<file path="src/hw/plb_pkg.sv">
// Package: register map, field positions, path states and nibble carrier for loopback block
package plb_pkg;
   localparam int unsigned PLB_AW = 8;
   localparam int unsigned PLB_DW = 32;
   // Register byte offsets
   localparam logic [PLB_AW-1:0] PLB_CTRL_OFS = 8'h00;
   localparam logic [PLB_AW-1:0] PLB_STAT_OFS = 8'h04;
   localparam logic [PLB_AW-1:0] PLB_MODE_OFS = 8'h08;
   localparam logic [PLB_AW-1:0] PLB_EVT_OFS  = 8'h0C;
   localparam logic [PLB_AW-1:0] PLB_ERRC_OFS = 8'h10;
   localparam logic [PLB_AW-1:0] PLB_PRE_OFS  = 8'h14;
   // Basic control fields
   localparam int unsigned CTRL_SRST = 15;
   localparam int unsigned CTRL_LOOP = 14;
   localparam int unsigned CTRL_SPD  = 13;
   localparam int unsigned CTRL_ANEN = 12;
   localparam int unsigned CTRL_PDN  = 11;
   localparam int unsigned CTRL_ISO  = 10;
   localparam int unsigned CTRL_ANRS = 9;
   localparam int unsigned CTRL_DUP  = 8;
   localparam int unsigned CTRL_COLT = 7;
   localparam int unsigned CTRL_LO   = 7;
   localparam logic [15:0] PLB_CTRL_RST = 16'h3100;
   // Status fields
   localparam int unsigned STAT_ERR  = 4;
   localparam int unsigned STAT_LINK = 2;
   // Mode control/status fields
   localparam int unsigned MODE_ECHO = 9;
   localparam int unsigned MODE_RMII = 8;
   localparam int unsigned MODE_KHI  = 7;
   localparam int unsigned MODE_KLO  = 4;
   localparam int unsigned MODE_RUN  = 1;
   localparam logic [3:0]  PLB_KEEP_RST = 4'h0;
   // Event fields
   localparam int unsigned EVT_TXS  = 0;
   localparam int unsigned EVT_RXS  = 1;
   localparam int unsigned EVT_ECHO = 8;

   typedef enum logic [2:0] {
      PLB_NORMAL = 3'b001,
      PLB_NEAR   = 3'b010,
      PLB_FAR    = 3'b100
   } plb_path_e;

   typedef struct packed {
      logic       en;
      logic [3:0] d;
   } plb_nib_s;
endpackage

</file>
<file path="src/hw/plb_sync.sv">
// Two-flop synchroniser for pin inputs
`timescale 1ns/100ps
module plb_sync #(
   parameter int unsigned W = 8
) (
   // Clock and reset
   input  wire logic         clk,
   input  wire logic         rst,
   // Data
   input  wire logic [W-1:0] d,
   output logic      [W-1:0] q
);
   logic [W-1:0] meta;

   // First stage feeds only the second stage
   always_ff @(posedge clk) begin
      if (rst) begin
         meta <= '0;
         q    <= '0;
      end else begin
         meta <= d;
         q    <= meta;
      end
   end
endmodule

</file>
<file path="src/hw/plb_top.sv">
// Loopback path control with management register file on APB
`timescale 1ns/100ps

module plb_top
   import plb_pkg::*;
#(
   parameter int unsigned LOOP_DEPTH = 3
) (
   // Clock and reset
   input  wire logic              clk,
   input  wire logic              rst,
   // APB slave
   input  wire logic [PLB_AW-1:0] paddr,
   input  wire logic              psel,
   input  wire logic              penable,
   input  wire logic              pwrite,
   input  wire logic [PLB_DW-1:0] pwdata,
   output logic      [PLB_DW-1:0] prdata,
   output logic                   pready,
   output logic                   pslverr,
   // MAC side
   input  wire plb_nib_s          mac_tx,
   output plb_nib_s               mac_rx,
   output logic                   mac_col,
   // Line side pins
   input  wire plb_nib_s          line_rx,
   input  wire logic              line_rx_err,
   input  wire logic              line_link_ok,
   input  wire logic              rmii_mode,
   output plb_nib_s               line_tx,
   output logic                   line_tx_pwr_en
);
   localparam int unsigned PD = LOOP_DEPTH + 1;

   function automatic logic hit(input logic [PLB_AW-1:0] a, input logic [PLB_AW-1:0] o);
      return a == o;
   endfunction

   plb_nib_s     s_rx;
   logic         s_err;
   logic         s_link;
   logic         s_rmii;
   logic [15:0]  ctrl;
   logic         mode_echo;
   logic         mode_run;
   logic [3:0]   mode_keep;
   logic         stat_link;
   logic         stat_err;
   logic         evt_tx;
   logic         evt_rx;
   logic         evt_echo;
   logic [15:0]  errcnt;
   logic         err_d;
   logic         tx_en_d;
   logic         rx_en_d;
   plb_path_e    path;
   plb_path_e    next_path;
   plb_nib_s     pipe [LOOP_DEPTH];
   logic [31:0]  next_rdata;
   logic         mapped;
   logic         srst;
   logic         setup;
   logic         wr;
   logic         rd;
   logic         err_rise;
   logic         tx_rise;
   logic         rx_rise;
   logic         echo_set;

   plb_sync #(.W(8)) u_sync (
      .clk (clk),
      .rst (rst),
      .d   ({rmii_mode, line_link_ok, line_rx_err, line_rx}),
      .q   ({s_rmii, s_link, s_err, s_rx})
   );

   // Soft reset lasts one cycle: the bit that starts it is itself cleared by it
   assign srst     = rst | ctrl[CTRL_SRST];
   assign setup    = psel & ~penable;
   assign wr       = psel & penable & pready & pwrite;
   assign rd       = psel & penable & pready & ~pwrite;
   assign err_rise = s_err & ~err_d;
   assign tx_rise  = mac_tx.en & ~tx_en_d;
   assign rx_rise  = s_rx.en & ~rx_en_d;
   assign echo_set = (path == PLB_FAR) & s_rx.en;

   always_ff @(posedge clk) begin
      if (srst) begin
         err_d   <= 1'b0;
         tx_en_d <= 1'b0;
         rx_en_d <= 1'b0;
      end else begin
         err_d   <= s_err;
         tx_en_d <= mac_tx.en;
         rx_en_d <= s_rx.en;
      end
   end

   // Read data mux; reserved bits and the write-only register read as zero
   always_comb begin
      next_rdata = '0;
      mapped     = 1'b1;
      case (paddr)
         PLB_CTRL_OFS: next_rdata[15:0] = ctrl;
         PLB_STAT_OFS: begin
            next_rdata[STAT_ERR]  = stat_err;
            next_rdata[STAT_LINK] = stat_link;
         end
         PLB_MODE_OFS: begin
            next_rdata[MODE_ECHO]          = mode_echo;
            next_rdata[MODE_RMII]          = s_rmii;
            next_rdata[MODE_KHI:MODE_KLO]  = mode_keep;
            next_rdata[MODE_RUN]           = mode_run;
         end
         PLB_EVT_OFS: begin
            next_rdata[EVT_TXS]  = evt_tx;
            next_rdata[EVT_RXS]  = evt_rx;
            next_rdata[EVT_ECHO] = evt_echo;
         end
         PLB_ERRC_OFS: next_rdata[15:0] = errcnt;
         PLB_PRE_OFS:  next_rdata = '0;
         default:      mapped = 1'b0;
      endcase
   end

   // Zero-wait answer: data sampled in setup, presented in the access cycle
   always_ff @(posedge clk) begin
      if (rst) begin
         pready  <= 1'b0;
         pslverr <= 1'b0;
         prdata  <= '0;
      end else begin
         pready  <= setup;
         pslverr <= setup & ~mapped;
         if (setup) begin
            prdata <= next_rdata;
         end
      end
   end

   // Basic control; reserved low bits never take written values
   always_ff @(posedge clk) begin
      if (srst) begin
         ctrl <= PLB_CTRL_RST;
      end else begin
         ctrl[CTRL_ANRS] <= 1'b0;
         if (wr && hit(paddr, PLB_CTRL_OFS)) begin
            ctrl[15:CTRL_LO] <= pwdata[15:CTRL_LO];
         end
      end
   end

   always_ff @(posedge clk) begin
      if (srst) begin
         mode_echo <= 1'b0;
         mode_run  <= 1'b1;
      end else begin
         mode_run <= 1'b1;
         if (wr && hit(paddr, PLB_MODE_OFS)) begin
            mode_echo <= pwdata[MODE_ECHO];
            if (!pwdata[MODE_RUN]) begin
               mode_run <= 1'b0;
            end
         end
      end
   end

   // Only the hard reset reaches this field
   always_ff @(posedge clk) begin
      if (rst) begin
         mode_keep <= PLB_KEEP_RST;
      end else if (wr && hit(paddr, PLB_MODE_OFS)) begin
         mode_keep <= pwdata[MODE_KHI:MODE_KLO];
      end
   end

   // Clear only what the read reported, so an event during the read survives
   always_ff @(posedge clk) begin
      if (srst) begin
         stat_link <= 1'b0;
         stat_err  <= 1'b0;
      end else if (rd && hit(paddr, PLB_STAT_OFS)) begin
         stat_link <= (stat_link | ~prdata[STAT_LINK]) & s_link;
         stat_err  <= (stat_err & ~prdata[STAT_ERR]) | s_err;
      end else begin
         stat_link <= stat_link & s_link;
         stat_err  <= stat_err | s_err;
      end
   end

   // Writes to the counter offset are ignored; a preset comes only from the write-only word
   always_ff @(posedge clk) begin
      if (srst) begin
         errcnt <= '0;
      end else if (rd && hit(paddr, PLB_ERRC_OFS)) begin
         errcnt <= errcnt - prdata[15:0] + {15'h0000, err_rise};
      end else if (wr && hit(paddr, PLB_PRE_OFS)) begin
         errcnt <= pwdata[15:0];
      end else begin
         errcnt <= errcnt + {15'h0000, err_rise};
      end
   end

   // Set wins over clear on every event flag
   always_ff @(posedge clk) begin
      if (srst) begin
         evt_tx   <= 1'b0;
         evt_rx   <= 1'b0;
         evt_echo <= 1'b0;
      end else begin
         evt_tx   <= (evt_tx & ~(wr && hit(paddr, PLB_EVT_OFS) && pwdata[EVT_TXS]))
                     | tx_rise;
         evt_rx   <= (evt_rx & ~(wr && hit(paddr, PLB_EVT_OFS) && pwdata[EVT_RXS]))
                     | rx_rise;
         evt_echo <= (evt_echo & ~(wr && hit(paddr, PLB_EVT_OFS))) | echo_set;
      end
   end

   // Near loopback outranks far loopback
   always_comb begin
      if (ctrl[CTRL_LOOP]) begin
         next_path = PLB_NEAR;
      end else if (mode_echo && s_rmii) begin
         next_path = PLB_FAR;
      end else begin
         next_path = PLB_NORMAL;
      end
   end

   always_ff @(posedge clk) begin
      if (srst) begin
         path <= PLB_NORMAL;
      end else begin
         path <= next_path;
      end
   end

   // Coding, attachment and medium stages of the internal loop
   always_ff @(posedge clk) begin
      if (srst || !mode_run) begin
         for (int i = 0; i < LOOP_DEPTH; i++) begin
            pipe[i] <= '0;
         end
      end else begin
         pipe[0] <= mac_tx;
         for (int i = 1; i < LOOP_DEPTH; i++) begin
            pipe[i] <= pipe[i-1];
         end
      end
   end

   always_ff @(posedge clk) begin
      if (srst) begin
         line_tx        <= '0;
         line_tx_pwr_en <= 1'b0;
         mac_rx         <= '0;
         mac_col        <= 1'b0;
      end else begin
         line_tx_pwr_en <= (path != PLB_NEAR) & ~ctrl[CTRL_PDN];
         unique case (path)
            PLB_NEAR: begin
               line_tx <= '0;
               mac_rx  <= ctrl[CTRL_ISO] ? '0 : pipe[LOOP_DEPTH-1];
               mac_col <= ctrl[CTRL_COLT] & mac_tx.en & ~ctrl[CTRL_ISO];
            end
            PLB_FAR: begin
               line_tx <= s_rx;
               mac_rx  <= '0;
               mac_col <= 1'b0;
            end
            PLB_NORMAL: begin
               // Receive is not gated by transmit, so a looped cable still links
               line_tx <= mac_tx;
               mac_rx  <= ctrl[CTRL_ISO] ? '0 : s_rx;
               mac_col <= ~ctrl[CTRL_ISO] & mac_tx.en
                          & (ctrl[CTRL_COLT] | (~ctrl[CTRL_DUP] & s_rx.en));
            end
         endcase
      end
   end

   // Cycles spent steadily in the internal loop, for checking its latency
   logic [3:0] near_cnt;
   always_ff @(posedge clk) begin
      if (srst || path != PLB_NEAR || !mode_run || ctrl[CTRL_ISO]) begin
         near_cnt <= '0;
      end else if (near_cnt != 4'hF) begin
         near_cnt <= near_cnt + 4'h1;
      end
   end
endmodule

</file>
<file path="config.mk">
export PLATFORM = sky130hd
export DESIGN_NAME = plb_top
export DESIGN_NICKNAME = d
export VERILOG_FILES = /design/src/hw/plb_pkg.sv /design/src/hw/plb_sync.sv /design/src/hw/plb_top.sv
export SDC_FILE = /design/constraint.sdc
export NUM_CORES = 1
export LEC_CHECK = 0
export ABC_CLOCK_PERIOD_IN_PS = 2800
export BUFFER_PORTS_ARGS = -buffer_cell sky130_fd_sc_hd__buf_4
export CORE_MARGIN = 1
export CORE_UTILIZATION = 55
export CTS_CLUSTER_DIAMETER = 150
export DETAILED_ROUTE_END_ITERATION = 8
export PLACE_DENSITY = 0.76
export SLEW_MARGIN = 20
export SYNTH_ARGS = -nofsm -noshare
export SYNTH_HDL_FRONTEND = slang
export SYNTH_SLANG_ARGS = --single-unit
export TNS_END_PERCENT = 50
</file>
<file path="constraint.sdc">
create_clock -name clk -period 2.8 [get_ports clk]
set_input_delay 0.56 -clock clk [delete_from_list [all_inputs] [get_ports clk]]
set_output_delay 0.56 -clock clk [all_outputs]
set_load 0.005 [all_outputs]
</file>
### Yosys cells after proc, flatten, opt, wreduce, memory -nomap -nowiden

Memory sizes are Yosys's and may differ from the RTL's.
Cells that the tools add are included.
Widths: inputs -> output; s select.

| cells by class | value |
|---|---|
| $lt $le $gt $ge | 0 |
| add/subtract/negate cells | 3 |
| eq/ne operators | 9 |
| bitwise operators | 49 |
| mux-type cells | 28 |
| div/mod/pow operators | 0 |
| shift operators | 0 |
| reduce and logical (&&, ||, !) cells | 16 |
| $mul | 0 |

Operators with widths:

| operator | number |
|---|---|
| $add 16x1->16 | 2 |
| $mux 16 | 2 |
| $pmux 5 s3 | 2 |
| $mux 5 | 5 |
| $and 1x1->1 | 22 |
| $eq 8x4->1 const B | 2 |
| $eq 8x5->1 const B | 2 |
| $not 1->1 | 16 |
| $sub 16x16->16 | 1 |
| $pmux 1 s3 | 4 |
| $pmux 6 s2 | 1 |
| $or 1x1->1 | 11 |
| $logic_and 1x1->1 | 9 |
| $pmux 3 s3 | 1 |
| $eq 8x3->1 const B | 1 |
| $logic_not 8->1 | 1 |
| $mux 1 | 8 |
| $reduce_or 2->1 | 3 |
| $reduce_or 6->1 | 1 |
| $pmux 1 s2 | 2 |
| $pmux 1 s4 | 1 |
| $eq 3x1->1 const B | 1 |
| $eq 3x2->1 const B | 1 |
| $eq 3x3->1 const B | 1 |
| other kinds (5) | 5 |

| storage, ports and cells | value |
|---|---|
| bits in read-only memories | 0 |
| memories kept | 1 |
| register bits | 88 |
| word-level logic and storage cells | 133 |
| bits in latches | 0 |
| RAM bits | 15 |

Memory list:

| memory | depth | width | read ports | clocked after Yosys merged registers in | write ports | RTL line | text |
|---|---|---|---|---|---|---|---|
| pipe | 3 | 5 | 3 | 0 | 3 | plb_top.sv:58 | `plb_nib_s pipe [LOOP_DEPTH];` |

### Longest topological paths before layout

Gate-level depths: netlist of run 1.

| logic depth | value |
|---|---|
| depth in word-level cells | 8 |
| depth in mapped cells | 10 |
| mapped depth without buffers | 10 |

### Cells and area by module

From an unflattened synthesis of run 1, not the netlist that was laid out.

| unflattened totals | value |
|---|---|
| cell total of the unflattened synthesis | 571 |
| area total of the unflattened synthesis | 5064.9 um^2 |

By module, submodules not included:

| module | area each (um^2) | times used | cells an instance |
|---|---|---|---|
| plb_top | 4600.7 | 1 | 538 |
| plb_sync | 464.2 | 1 | 33 |

### Worst setup path before layout of run 1

Ideal clock, no wire load.

| timing | value |
|---|---|
| path type | reg2reg |
| start | register u_sync.q[5] |
| end | register errcnt[14] |
| data arrival time | 2.311 ns |
| path buffers | 0 |
| setup slack | 0.365 ns |
| required time | 2.676 ns |
| stages on the path, launching flop included | 11 |
| clock period less this slack | 2.435 ns |
| cell sequence | dfxtp_1 > nor2b_1 > xor2_1 > ha_1 > fa_1 > a21o_1 > a221oi_1 > nand2b_1 > o31ai_1 > xnor2_1 > o22ai_1 |

| on the way | value |
|---|---|
| cells in the longest elaborated chain, start to end | 4 |
| elaborated cells between the ends (all ways) | 5 |

RTL lines:

| what | RTL line | text |
|---|---|---|
| start: declaration | plb_sync.sv:11 | `output logic [W-1:0] q` |
| start signal: assignment | plb_sync.sv:22 | `q <= meta;` |
| $and 1x1->1 * | plb_top.sv:82 | `assign err_rise = s_err & ~err_d;` |
| $add 16x1->16 | plb_top.sv:200 | `errcnt <= errcnt + {15'h0000, err_rise};` |
| $mux 16 | plb_top.sv:197 | `end else if (wr && hit(paddr, PLB_PRE_OFS)) begin` |
| $mux 16 * | plb_top.sv:195 | `end else if (rd && hit(paddr, PLB_ERRC_OFS)) begin` |
| end signal: assignment | plb_top.sv:196 | `errcnt <= errcnt - prdata[15:0] + {15'h0000, err_rise};` |
| end signal: assignment | plb_top.sv:198 | `errcnt <= pwdata[15:0];` |
| end signal: assignment | plb_top.sv:200 |  |
| end: declaration | plb_top.sv:52 | `logic [15:0] errcnt;` |

Mark *: on every way between the ends. The rest lies on a longest branch, timed or not.
A chain may end at the register's enable or synchronous reset.

### Worst setup path in the final report of run 1

Same ends and word-level chain as after synthesis.

==> flow_metrics.py, run 1 <==
metrics = {
    "global_routing": {
        "overflow": 0,
        "grt_pass1_vias": 4097,
        "grt_max_degree": 41,
        "antenna_found_initial": 0,
        "grt.total_usage": 0.266,
        "grt_pass1_wl_um": 19900,
    },
    "cts": {
        "cts_tree": "done",
        "htree_levels": 3,
        "cts_made_buffers": 9,
        "post_cts_resized": 0,
        "ctsHoldBuffers": 0,
        "clk-insertion-delay-late_ns": 0.38,
        "clk_pin_slew_ns": 0.10,
        "clockBufferDepth": 2,
        "cts.sinks": 103,
        "cts_root_buf": "clkbuf_8",
        "post_cts_buffers": 0,
    },
    "cells_and_area": {
        "nFillCells": 775,
        "finalNetCount": 743,
        "synthToLayoutAreaGrowth_pct": 14.8,
        "ff_latch_area_um2": 2060,
        "final_cells": 767,
        "postLayoutCellArea_um2": 5880,
        "multi_input_area_um2": 2790,
        "post-route-util": 0.664,
        "drive_gt1_frac": 0.165,
        "n_antenna_cell": 0,
    },
    "synthesis": {
        "yosysUniqueCellTypes": 56,
        "yosysWarnings": 0,
        "yosys-top-cells-area": "dfxtp_1, ha_1, nand2_1",
        "syn_area_per_cell_um2": 8.66,
        "synth_edf_count": 0,
        "yosysSeqAreaShare": 0.403,
        "synth.largest_area_cell": "dfxtp_1",
        "ys.flop_type": "dfxtp_1",
        "syn_area_um2": 5120,
        "ys_ff_latch": 103,
        "yosysTopAreaCellShare": 0.403,
        "async_flop_share": 0,
        "syn_inst": 591,
    },
    "worst_setup_path": {
        "start_kind": "flop",
        "path_max_fanout": 5,
        "worstPathArrival_ns": 2.88,
        "crit_required_ns": 3.06,
        "crit_path_end_kind": "flop",
        "slowest_delay_ns": 0.43,
        "cp_cell_sequence": "nor2b_2 > xor2_1 > ha_1 > fa_1 > a21o_1 > a221oi_1 > nand2b_2 > o31ai_1 > xnor2_1 > o22ai_1",
        "slowest_stage": "fa_1",
        "critPathKind": "reg2reg",
    },
    "timing": {
        "rsz0062_at_grt": "no",
        "fin_worst_skew_ns": 0.00765,
        "fmax_ghz": 0.382,
        "hold_violations": 0,
        "period_minus_slack_ns": 2.62,
        "final-setup-viol-count": 0,
        "relSlewSlack": 0.503,
        "period_share": 0.935,
        "finalMaxSlewViolations": 0,
        "tightest_slew_ns": 0.745,
        "finalSetupTns_ns": 0,
    },
    "pwr": {
        "ir_drop_mv": 0.344,
        "leakagePower_uw": 0.00256,
        "powerDensity_nw_per_um2": 471,
    },
    "die": {
        "core.rowCount": 34,
        "core_um2": 8850,
        "initial_core_util": 0.579,
        "dieArea_um2": 9700,
        "io_pins": 104,
        "die_w_um": 98.5,
        "fp.dieH_um": 98.5,
    },
    "job": {
        "timing.max_cap.violations": 0,
    },
    "placement": {
        "dpl_cell_area_um2": 5670,
        "io_buffers": 71,
        "place_inst": 751,
        "place_congestion": 0.904,
        "hpwl_um": 9260,
    },
    "run_status": {
        "failed_checks": "design-rule violations",
        "status": "finished with violations",
    },
    "detailed_routing": {
        "viasPerCell": 5.72,
        "wirelength_um": 12300,
        "routedWlPerCell_um": 16.1,
        "vias": 4389,
        "drc": 3,
        "drtIter0Drc": 250,
        "dr.pass1.iters": 9,
        "drtAntennaViolNets": 0,
    },
    "hold_path": {
        "worst_hold_path_type": "in2reg",
    },
}
==> cell type report <==
cell class / instances / area share
multi-input cells: 438 / 0.475
well taps: 108 / 0.0230
inverters: 21 / 0.0134
flip-flops and latches: 103 / 0.351
clock inverters: 6 / 0.0130
clock buffers: 10 / 0.0217
repair buffers: 81 / 0.103
==> flip-flops by register name, summed over array words and instances (netlist names), 4 cells and up <==
name	cells
line_tx	5
mac_rx	5
pipe	15
u_sync.meta	8
errcnt	16
ctrl	9
mode_keep	4
u_sync.q	8
prdata	16
==> synth_stat cells, types with 6 or more instances <==
cell        n
and2_1      7
inv_1      21
nand2_1    70
o21ai_0    13
xnor2_1    20
a22o_1     12
nand2b_1    6
o22ai_1     7
clkbuf_1   19
mux2i_1     7
o211ai_1   10
a211oi_1    8
nor2_1     45
a21oi_1    39
buf_4      19
a22oi_1    12
xor2_1     11
nor2b_1    22
ha_1       30
nor3_1      6
nand3_1    26
and3_1     22
dfxtp_1   103
==> per-stage QoR <==
| stage | worst slack [ns] | total power, uW | hold slack (ns) |
|---|---|---|---|
| global route | 0.00692 | 2870 | 0.373 |
| floorplan | 0.365 | 1720 | 0.395 |
| finish | 0.183 | 2770 | 0.389 |
| detailed placement | 0.154 | 1820 | 0.423 |
| CTS | 0.119 | 2780 | 0.380 |
| global placement | 0.217 | 1810 | 0.418 |
==> kinds of logic after synthesis <==
family                     synth area share
and+or+nand+nor                       0.224
AOI/OAI and AO/OA                     0.164
DFF                                   0.403
buffers and inverters                0.0640
adders and majority gates            0.0772
xor gates and xnor gates             0.0530
muxes                                0.0137
other                              0.000732
==> critical path: cells and delay by family (launching register included) <==
family	cells	cell delay (ns)
AOI/OAI and AO/OA	4	0.75
adders and majority gates	2	0.67
and+or+nand+nor	2	0.41
xor gates and xnor gates	2	0.35
DFF	1	0.34
==> report_power, final <==
part	leakage [uW]	switching, uW	internal, uW	total, uW
logic	0.00162	143	131	274
registers	0.000840	17.4	1500	1520
clock network	0.000103	547	430	977
==> worst paths after layout <==
| check | start | end | slack [ns] | cells after the start |
|---|---|---|---|---|
| hold / removal | line_link_ok | u_sync.meta[6]$_SDFF_PP0_ | 0.39 | 2 |
| hold reg to reg | u_sync.q[6]$_SDFF_PP0_ | stat_link$_SDFF_PP0_ | 0.44 | 2 |
| setup reg to reg | u_sync.q[5]$_SDFF_PP0_ | errcnt[14]$_SDFF_PP0_ | 0.18 | 10 |
| setup / recovery | u_sync.q[5]$_SDFF_PP0_ | errcnt[14]$_SDFF_PP0_ | 0.18 | 10 |
==> cell usage in the layout (no fill, tap or decap), drive strengths merged, types with 22 or more instances in the layout <==
cell,n
a21oi,39
and3,22
buf,81
dfxtp,103
ha,30
inv,24
nand2,74
nand3,26
nor2,46
nor2b,22
==> metal layers <==
metal / vias up / track usage / routed length (um)
met5: - / 0 / 0
met1: 2050 / 0.347 / 5550
li1: 2162 / - / -
met4: 0 / 0.121 / 337
met3: 25 / 0.0454 / 668
met2: 152 / 0.434 / 5780
(Power assumes the default switching activity.)
==> run 2, diff against run 1 <==
- REMOVE_ABC_BUFFERS: default -> 1
==> run 2 against run 1 <==
Compared with the run above: the flow still finishes with violations (design-rule violations); fmax fell by 0.39%; combinational power hardly changed; core utilization barely moved; die area stayed put; highest routed layer unchanged.
==> flow_metrics.py, run 2 (synthesized netlist as in run 1, its figures left out) <==
metrics = {
    "die": {
        "io_pins": 104,
        "dieArea_um2": 9700,
        "die_w_um": 98.5,
        "fp.dieH_um": 98.5,
        "initial_core_util": 0.579,
        "core_um2": 8850,
        "core.rowCount": 34,
    },
    "worst_setup_path": {
        "critPathKind": "reg2reg",
        "rrSetupSlack_ns": 0.17,
        "crit_end": "errcnt[14]$_SDFF_PP0_",
        "r2r_start": "u_sync.q[5]$_SDFF_PP0_",
        "critPathLaunch": "u_sync.q[5]$_SDFF_PP0_",
        "start_kind": "flop",
        "crit_required_ns": 3.04,
        "rr_worst_depth": 10,
        "crit_path_end_kind": "flop",
        "reg2reg_to": "errcnt[14]$_SDFF_PP0_",
        "worstPathArrival_ns": 2.87,
        "path_max_fanout": 5,
    },
    "timing": {
        "tightest_slew_ns": 0.737,
        "fin_worst_skew_ns": 0.0128,
        "rsz0062_at_grt": "no",
        "fmax_ghz": 0.381,
        "period_minus_slack_ns": 2.63,
        "hold_violations": 0,
        "final-setup-viol-count": 0,
        "relSlewSlack": 0.508,
        "period_share": 0.938,
        "finalMaxSlewViolations": 0,
        "finalSetupTns_ns": 0,
    },
    "run_status": {
        "status": "finished with violations",
        "failed_checks": "design-rule violations",
    },
    "detailed_routing": {
        "viasPerCell": 5.75,
        "drtAntennaViolNets": 0,
        "wirelength_um": 12100,
        "dr.pass1.iters": 7,
        "drtIter0Drc": 270,
        "routedWlPerCell_um": 15.7,
        "drc": 6,
        "vias": 4407,
    },
    "cells_and_area": {
        "drive_gt1_frac": 0.164,
        "final_cell_mix": "dfxtp_1, buf_4, nand2_1",
        "final_cells": 766,
        "n_antenna_cell": 0,
        "synthToLayoutAreaGrowth_pct": 14.8,
        "final_common_cell": "dfxtp_1",
        "finalNetCount": 742,
        "post-route-util": 0.664,
        "layout_top_registers": "errcnt: 16 flops, prdata: 16 flops, pipe: 15 flops",
    },
    "pwr": {
        "swShare": 0.248,
        "powerDensity_nw_per_um2": 466,
        "leakagePower_uw": 0.00256,
        "pwr-share-comb": 0.099,
        "p_switching_uw": 678,
        "internal_power_uw": 2060,
        "clkPwrFrac": 0.347,
        "p_seq_frac": 0.554,
        "ir_drop_mv": 0.389,
    },
    "placement": {
        "hpwl_um": 8890,
        "place_inst": 750,
        "io_buffers": 71,
        "place_congestion": 0.900,
    },
    "cts": {
        "cts.sinks": 103,
        "cts_made_buffers": 9,
        "cts_root_buf": "clkbuf_8",
        "cts_tree": "done",
        "clk-insertion-delay-late_ns": 0.36,
        "post_cts_buffers": 0,
        "clk_pin_slew_ns": 0.10,
        "htree_levels": 3,
        "clockBufferDepth": 2,
    },
    "global_routing": {
        "grt_pass1_vias": 4220,
        "grt_pass1_wl_um": 20200,
        "antenna_found_initial": 0,
        "grt.total_usage": 0.262,
        "overflow": 0,
        "grt_max_degree": 41,
    },
    "hold_path": {
        "worst_hold_path_type": "in2reg",
    },
    "job": {
        "timing.max_cap.violations": 0,
    },
}
==> run 2: cell count changes in the layout (fill, tap and decap cells not counted), sizes merged <==
| cell | delta |
|---|---|
| buf | -1 |
==> run 2: how the worst min path moves through the flow <==
stage	start	to	slack (ns)	depth (start not counted)
3_5_place_dp	u_sync.meta[0]$_SDFF_PP0_	u_sync.q[0]$_SDFF_PP0_	0.42	1
2_1_floorplan	u_sync.q[6]$_SDFF_PP0_	stat_link$_SDFF_PP0_	0.40	2
5_1_grt	line_link_ok	u_sync.meta[6]$_SDFF_PP0_	0.38	2
6_report	line_rx[0]	u_sync.meta[0]$_SDFF_PP0_	0.40	2
3_3_place_gp	u_sync.meta[5]$_SDFF_PP0_	u_sync.q[5]$_SDFF_PP0_	0.42	1
4_1_cts	line_rx[0]	u_sync.meta[0]$_SDFF_PP0_	0.39	2
==> run 2: area by class of cell <==
cell class / count / area (um2)
clock buffer: 10 / 128
fill: 764 / 2970
sequential: 103 / 2060
clock inverter: 6 / 76.3
tap: 108 / 135
inverter: 21 / 78.8
multi-input combinational: 438 / 2800
timing repair buffer: 80 / 601
==> run 2: routing by layer <==
metal,wire (um),GRT usage,part of all wire
met3,890,0.0482,0.074
met4,218,0.0815,0.018
met2,5670,0.445,0.47
met1,5280,0.339,0.44
met5,0,0,0
==> run 2: repair_timing <==
item / 4_1_cts / 5_1_grt
resized for setup: 0 / 2
hold buffers: 0 / 0
endpoints found under the setup margin: 0 / 2
==> run 2: per-stage QoR <==
step | power, uW | instance area, um2 | hold slack [ns] | worst slack, ns
floorplan | 1690 | 4930 | 0.395 | 0.365
global placement | 1810 | 5660 | 0.417 | 0.196
detailed placement | 1820 | 5660 | 0.423 | 0.157
CTS | 2750 | 5870 | 0.391 | 0.0814
global route | 2850 | 5880 | 0.383 | 0.0159
finish | 2740 | 5880 | 0.400 | 0.172
==> run 2: worst max-delay path, stage by stage, from the launching register on <==
cell      delay, ns
dfxtp_1        0.37
nor2b_1        0.21
xor2_1         0.09
ha_1           0.23
fa_1           0.41
a21o_1         0.23
a221oi_2       0.27
nand2b_2       0.22
o31ai_1        0.10
xnor2_1        0.24
o22ai_1        0.13
==> run 2: power groups by stage <==
stage	logic (uW)	registers, uW	clock network [uW]
floorplan	142	1550	0
global placement	262	1550	0
detailed placement	266	1550	0
CTS	268	1520	969
global route	297	1520	1030
finish	271	1520	950
==> run 3, diff against run 2 <==
- PLACE_DENSITY: 0.76 -> default
- PLACE_DENSITY_LB_ADDON: default -> 0.12
- TNS_END_PERCENT: 50 -> 10
==> run 3 against run 2 <==
Compared with the run above: the run now ends clean; non-clock buffer count rose by 3; critical endpoint unchanged; highest routed layer unchanged; wire length rose by 1.1%; die area did not move; power fell by 1.1%.
==> flow_metrics.py, run 3 (synthesized netlist as in run 1, its figures left out) <==
metrics = {
    "cells_and_area": {
        "final_common_cell": "dfxtp_1",
        "synthToLayoutAreaGrowth_pct": 14.9,
        "n_antenna_cell": 0,
        "final_cell_mix": "dfxtp_1, buf_4, nand2_1",
        "drive_gt1_frac": 0.166,
        "postLayoutCellArea_um2": 5880,
        "nFillCells": 768,
        "layout_top_registers": "errcnt: 16 flops, prdata: 16 flops, pipe: 15 flops",
        "finalNetCount": 745,
    },
    "cts": {
        "clk-insertion-delay-late_ns": 0.37,
        "cts_made_buffers": 9,
        "clockBufferDepth": 2,
        "post_cts_resized": 0,
        "cts.sinks": 103,
        "cts_root_buf": "clkbuf_8",
        "htree_levels": 3,
        "clk_pin_slew_ns": 0.10,
        "post_cts_buffers": 0,
        "cts_tree": "done",
        "ctsHoldBuffers": 0,
    },
    "global_routing": {
        "met2_usage": 0.426,
        "grt_pass1_wl_um": 19300,
        "grtUsageMet3": 0.0511,
        "grt_max_degree": 29,
        "antenna_found_initial": 0,
        "overflow": 0,
        "grt.total_usage": 0.258,
        "met1_usage": 0.342,
        "busiest_layer": "met2",
        "grt_pass1_vias": 3997,
    },
    "pwr": {
        "ir_drop_mv": 0.285,
        "leakagePower_uw": 0.00257,
        "powerDensity_nw_per_um2": 460,
    },
    "placement": {
        "io_buffers": 71,
        "hpwl_um": 9210,
        "dpl_cell_area_um2": 5690,
        "place_congestion": 0.920,
    },
    "detailed_routing": {
        "routedWlPerCell_um": 15.9,
        "viasPerCell": 5.61,
        "dr.pass1.iters": 9,
        "drtAntennaViolNets": 0,
        "drtIter0Drc": 222,
        "drc": 0,
        "vias": 4314,
        "wirelength_um": 12200,
    },
    "timing": {
        "period_share": 0.957,
        "finalMaxSlewViolations": 0,
        "relSlewSlack": 0.468,
        "final-setup-viol-count": 0,
        "tightest_slew_ns": 0.798,
        "hold_violations": 0,
        "fin_worst_skew_ns": 0.00846,
        "rsz0062_at_grt": "no",
        "finalSetupTns_ns": 0,
        "fmax_ghz": 0.373,
        "period_minus_slack_ns": 2.68,
    },
    "worst_setup_path": {
        "cp_top_family": "compound AO/OA/AOI/OAI gates",
        "slowest_delay_ns": 0.41,
        "worstPathArrival_ns": 2.94,
        "cp_cell_sequence": "nor2b_1 > xor2_1 > ha_1 > fa_1 > a21o_1 > a221oi_1 > nand2b_1 > o31ai_1 > xnor2_1 > o22ai_1",
        "crit_path_end_kind": "flop",
        "critPathKind": "reg2reg",
        "path_max_fanout": 5,
        "crit_required_ns": 3.06,
        "crit_buf_inv": 0,
        "start_kind": "flop",
        "slowest_stage": "fa_1",
    },
    "die": {
        "die_w_um": 98.5,
        "core.rowCount": 34,
        "dieArea_um2": 9700,
        "fp.dieH_um": 98.5,
        "io_pins": 104,
        "initial_core_util": 0.579,
        "core_um2": 8850,
    },
    "hold_path": {
        "worst_hold_path_type": "in2reg",
    },
    "job": {
        "timing.max_cap.violations": 0,
    },
    "run_status": {
        "status": "finished clean",
    },
}
run 3: per-layer routing:
layer	part of all wire	up-vias	routed length (um)
li1	-	2163	-
met2	0.47	139	5770
met1	0.45	2000	5550
met4	0.014	0	168
met5	0	-	0
met3	0.058	12	710
run 3: path summary, 6_finish.rpt:
| kind | to | cells past startpoint | startpoint | slack, ns |
|---|---|---|---|---|
| setup / recovery | errcnt[14]$_SDFF_PP0_ | 10 | u_sync.q[5]$_SDFF_PP0_ | 0.12 |
| hold / removal | u_sync.meta[1]$_SDFF_PP0_ | 2 | line_rx[1] | 0.40 |
| setup reg to reg | errcnt[14]$_SDFF_PP0_ | 10 | u_sync.q[5]$_SDFF_PP0_ | 0.12 |
| hold reg to reg | stat_link$_SDFF_PP0_ | 2 | u_sync.q[6]$_SDFF_PP0_ | 0.44 |
run 3: power breakdown:
part | leakage, uW | internal (uW) | total, uW | switching (uW)
Clock | 0.000102 | 372 | 920 | 549
Sequential | 0.000840 | 1500 | 1520 | 17.3
Combinational | 0.00163 | 130 | 269 | 139
run 3: area by class of cell:
class	instances	area [um2]	area share
Clock buffer	10	138	0.0234
Clock inverter	6	57.6	0.00979
Inverter	21	78.8	0.0134
Multi-Input combinational cell	438	2790	0.474
Sequential cell	103	2060	0.351
Tap cell	108	135	0.0230
Timing Repair Buffer	83	623	0.106
run 3: stage by stage:
stage | hold WS, ns | std cells | worst slack, ns | utilization | total power [uW]
after floorplan | 0.395 | 562 | 0.365 | - | 1690
after global placement | 0.419 | 753 | 0.204 | 0.643 | 1810
after detailed placement | 0.422 | 753 | 0.185 | 0.643 | 1820
after CTS | 0.383 | 769 | 0.158 | 0.665 | 2730
after global routing | 0.385 | 769 | 0.0113 | 0.665 | 2810
final | 0.397 | 769 | 0.119 | 0.665 | 2710
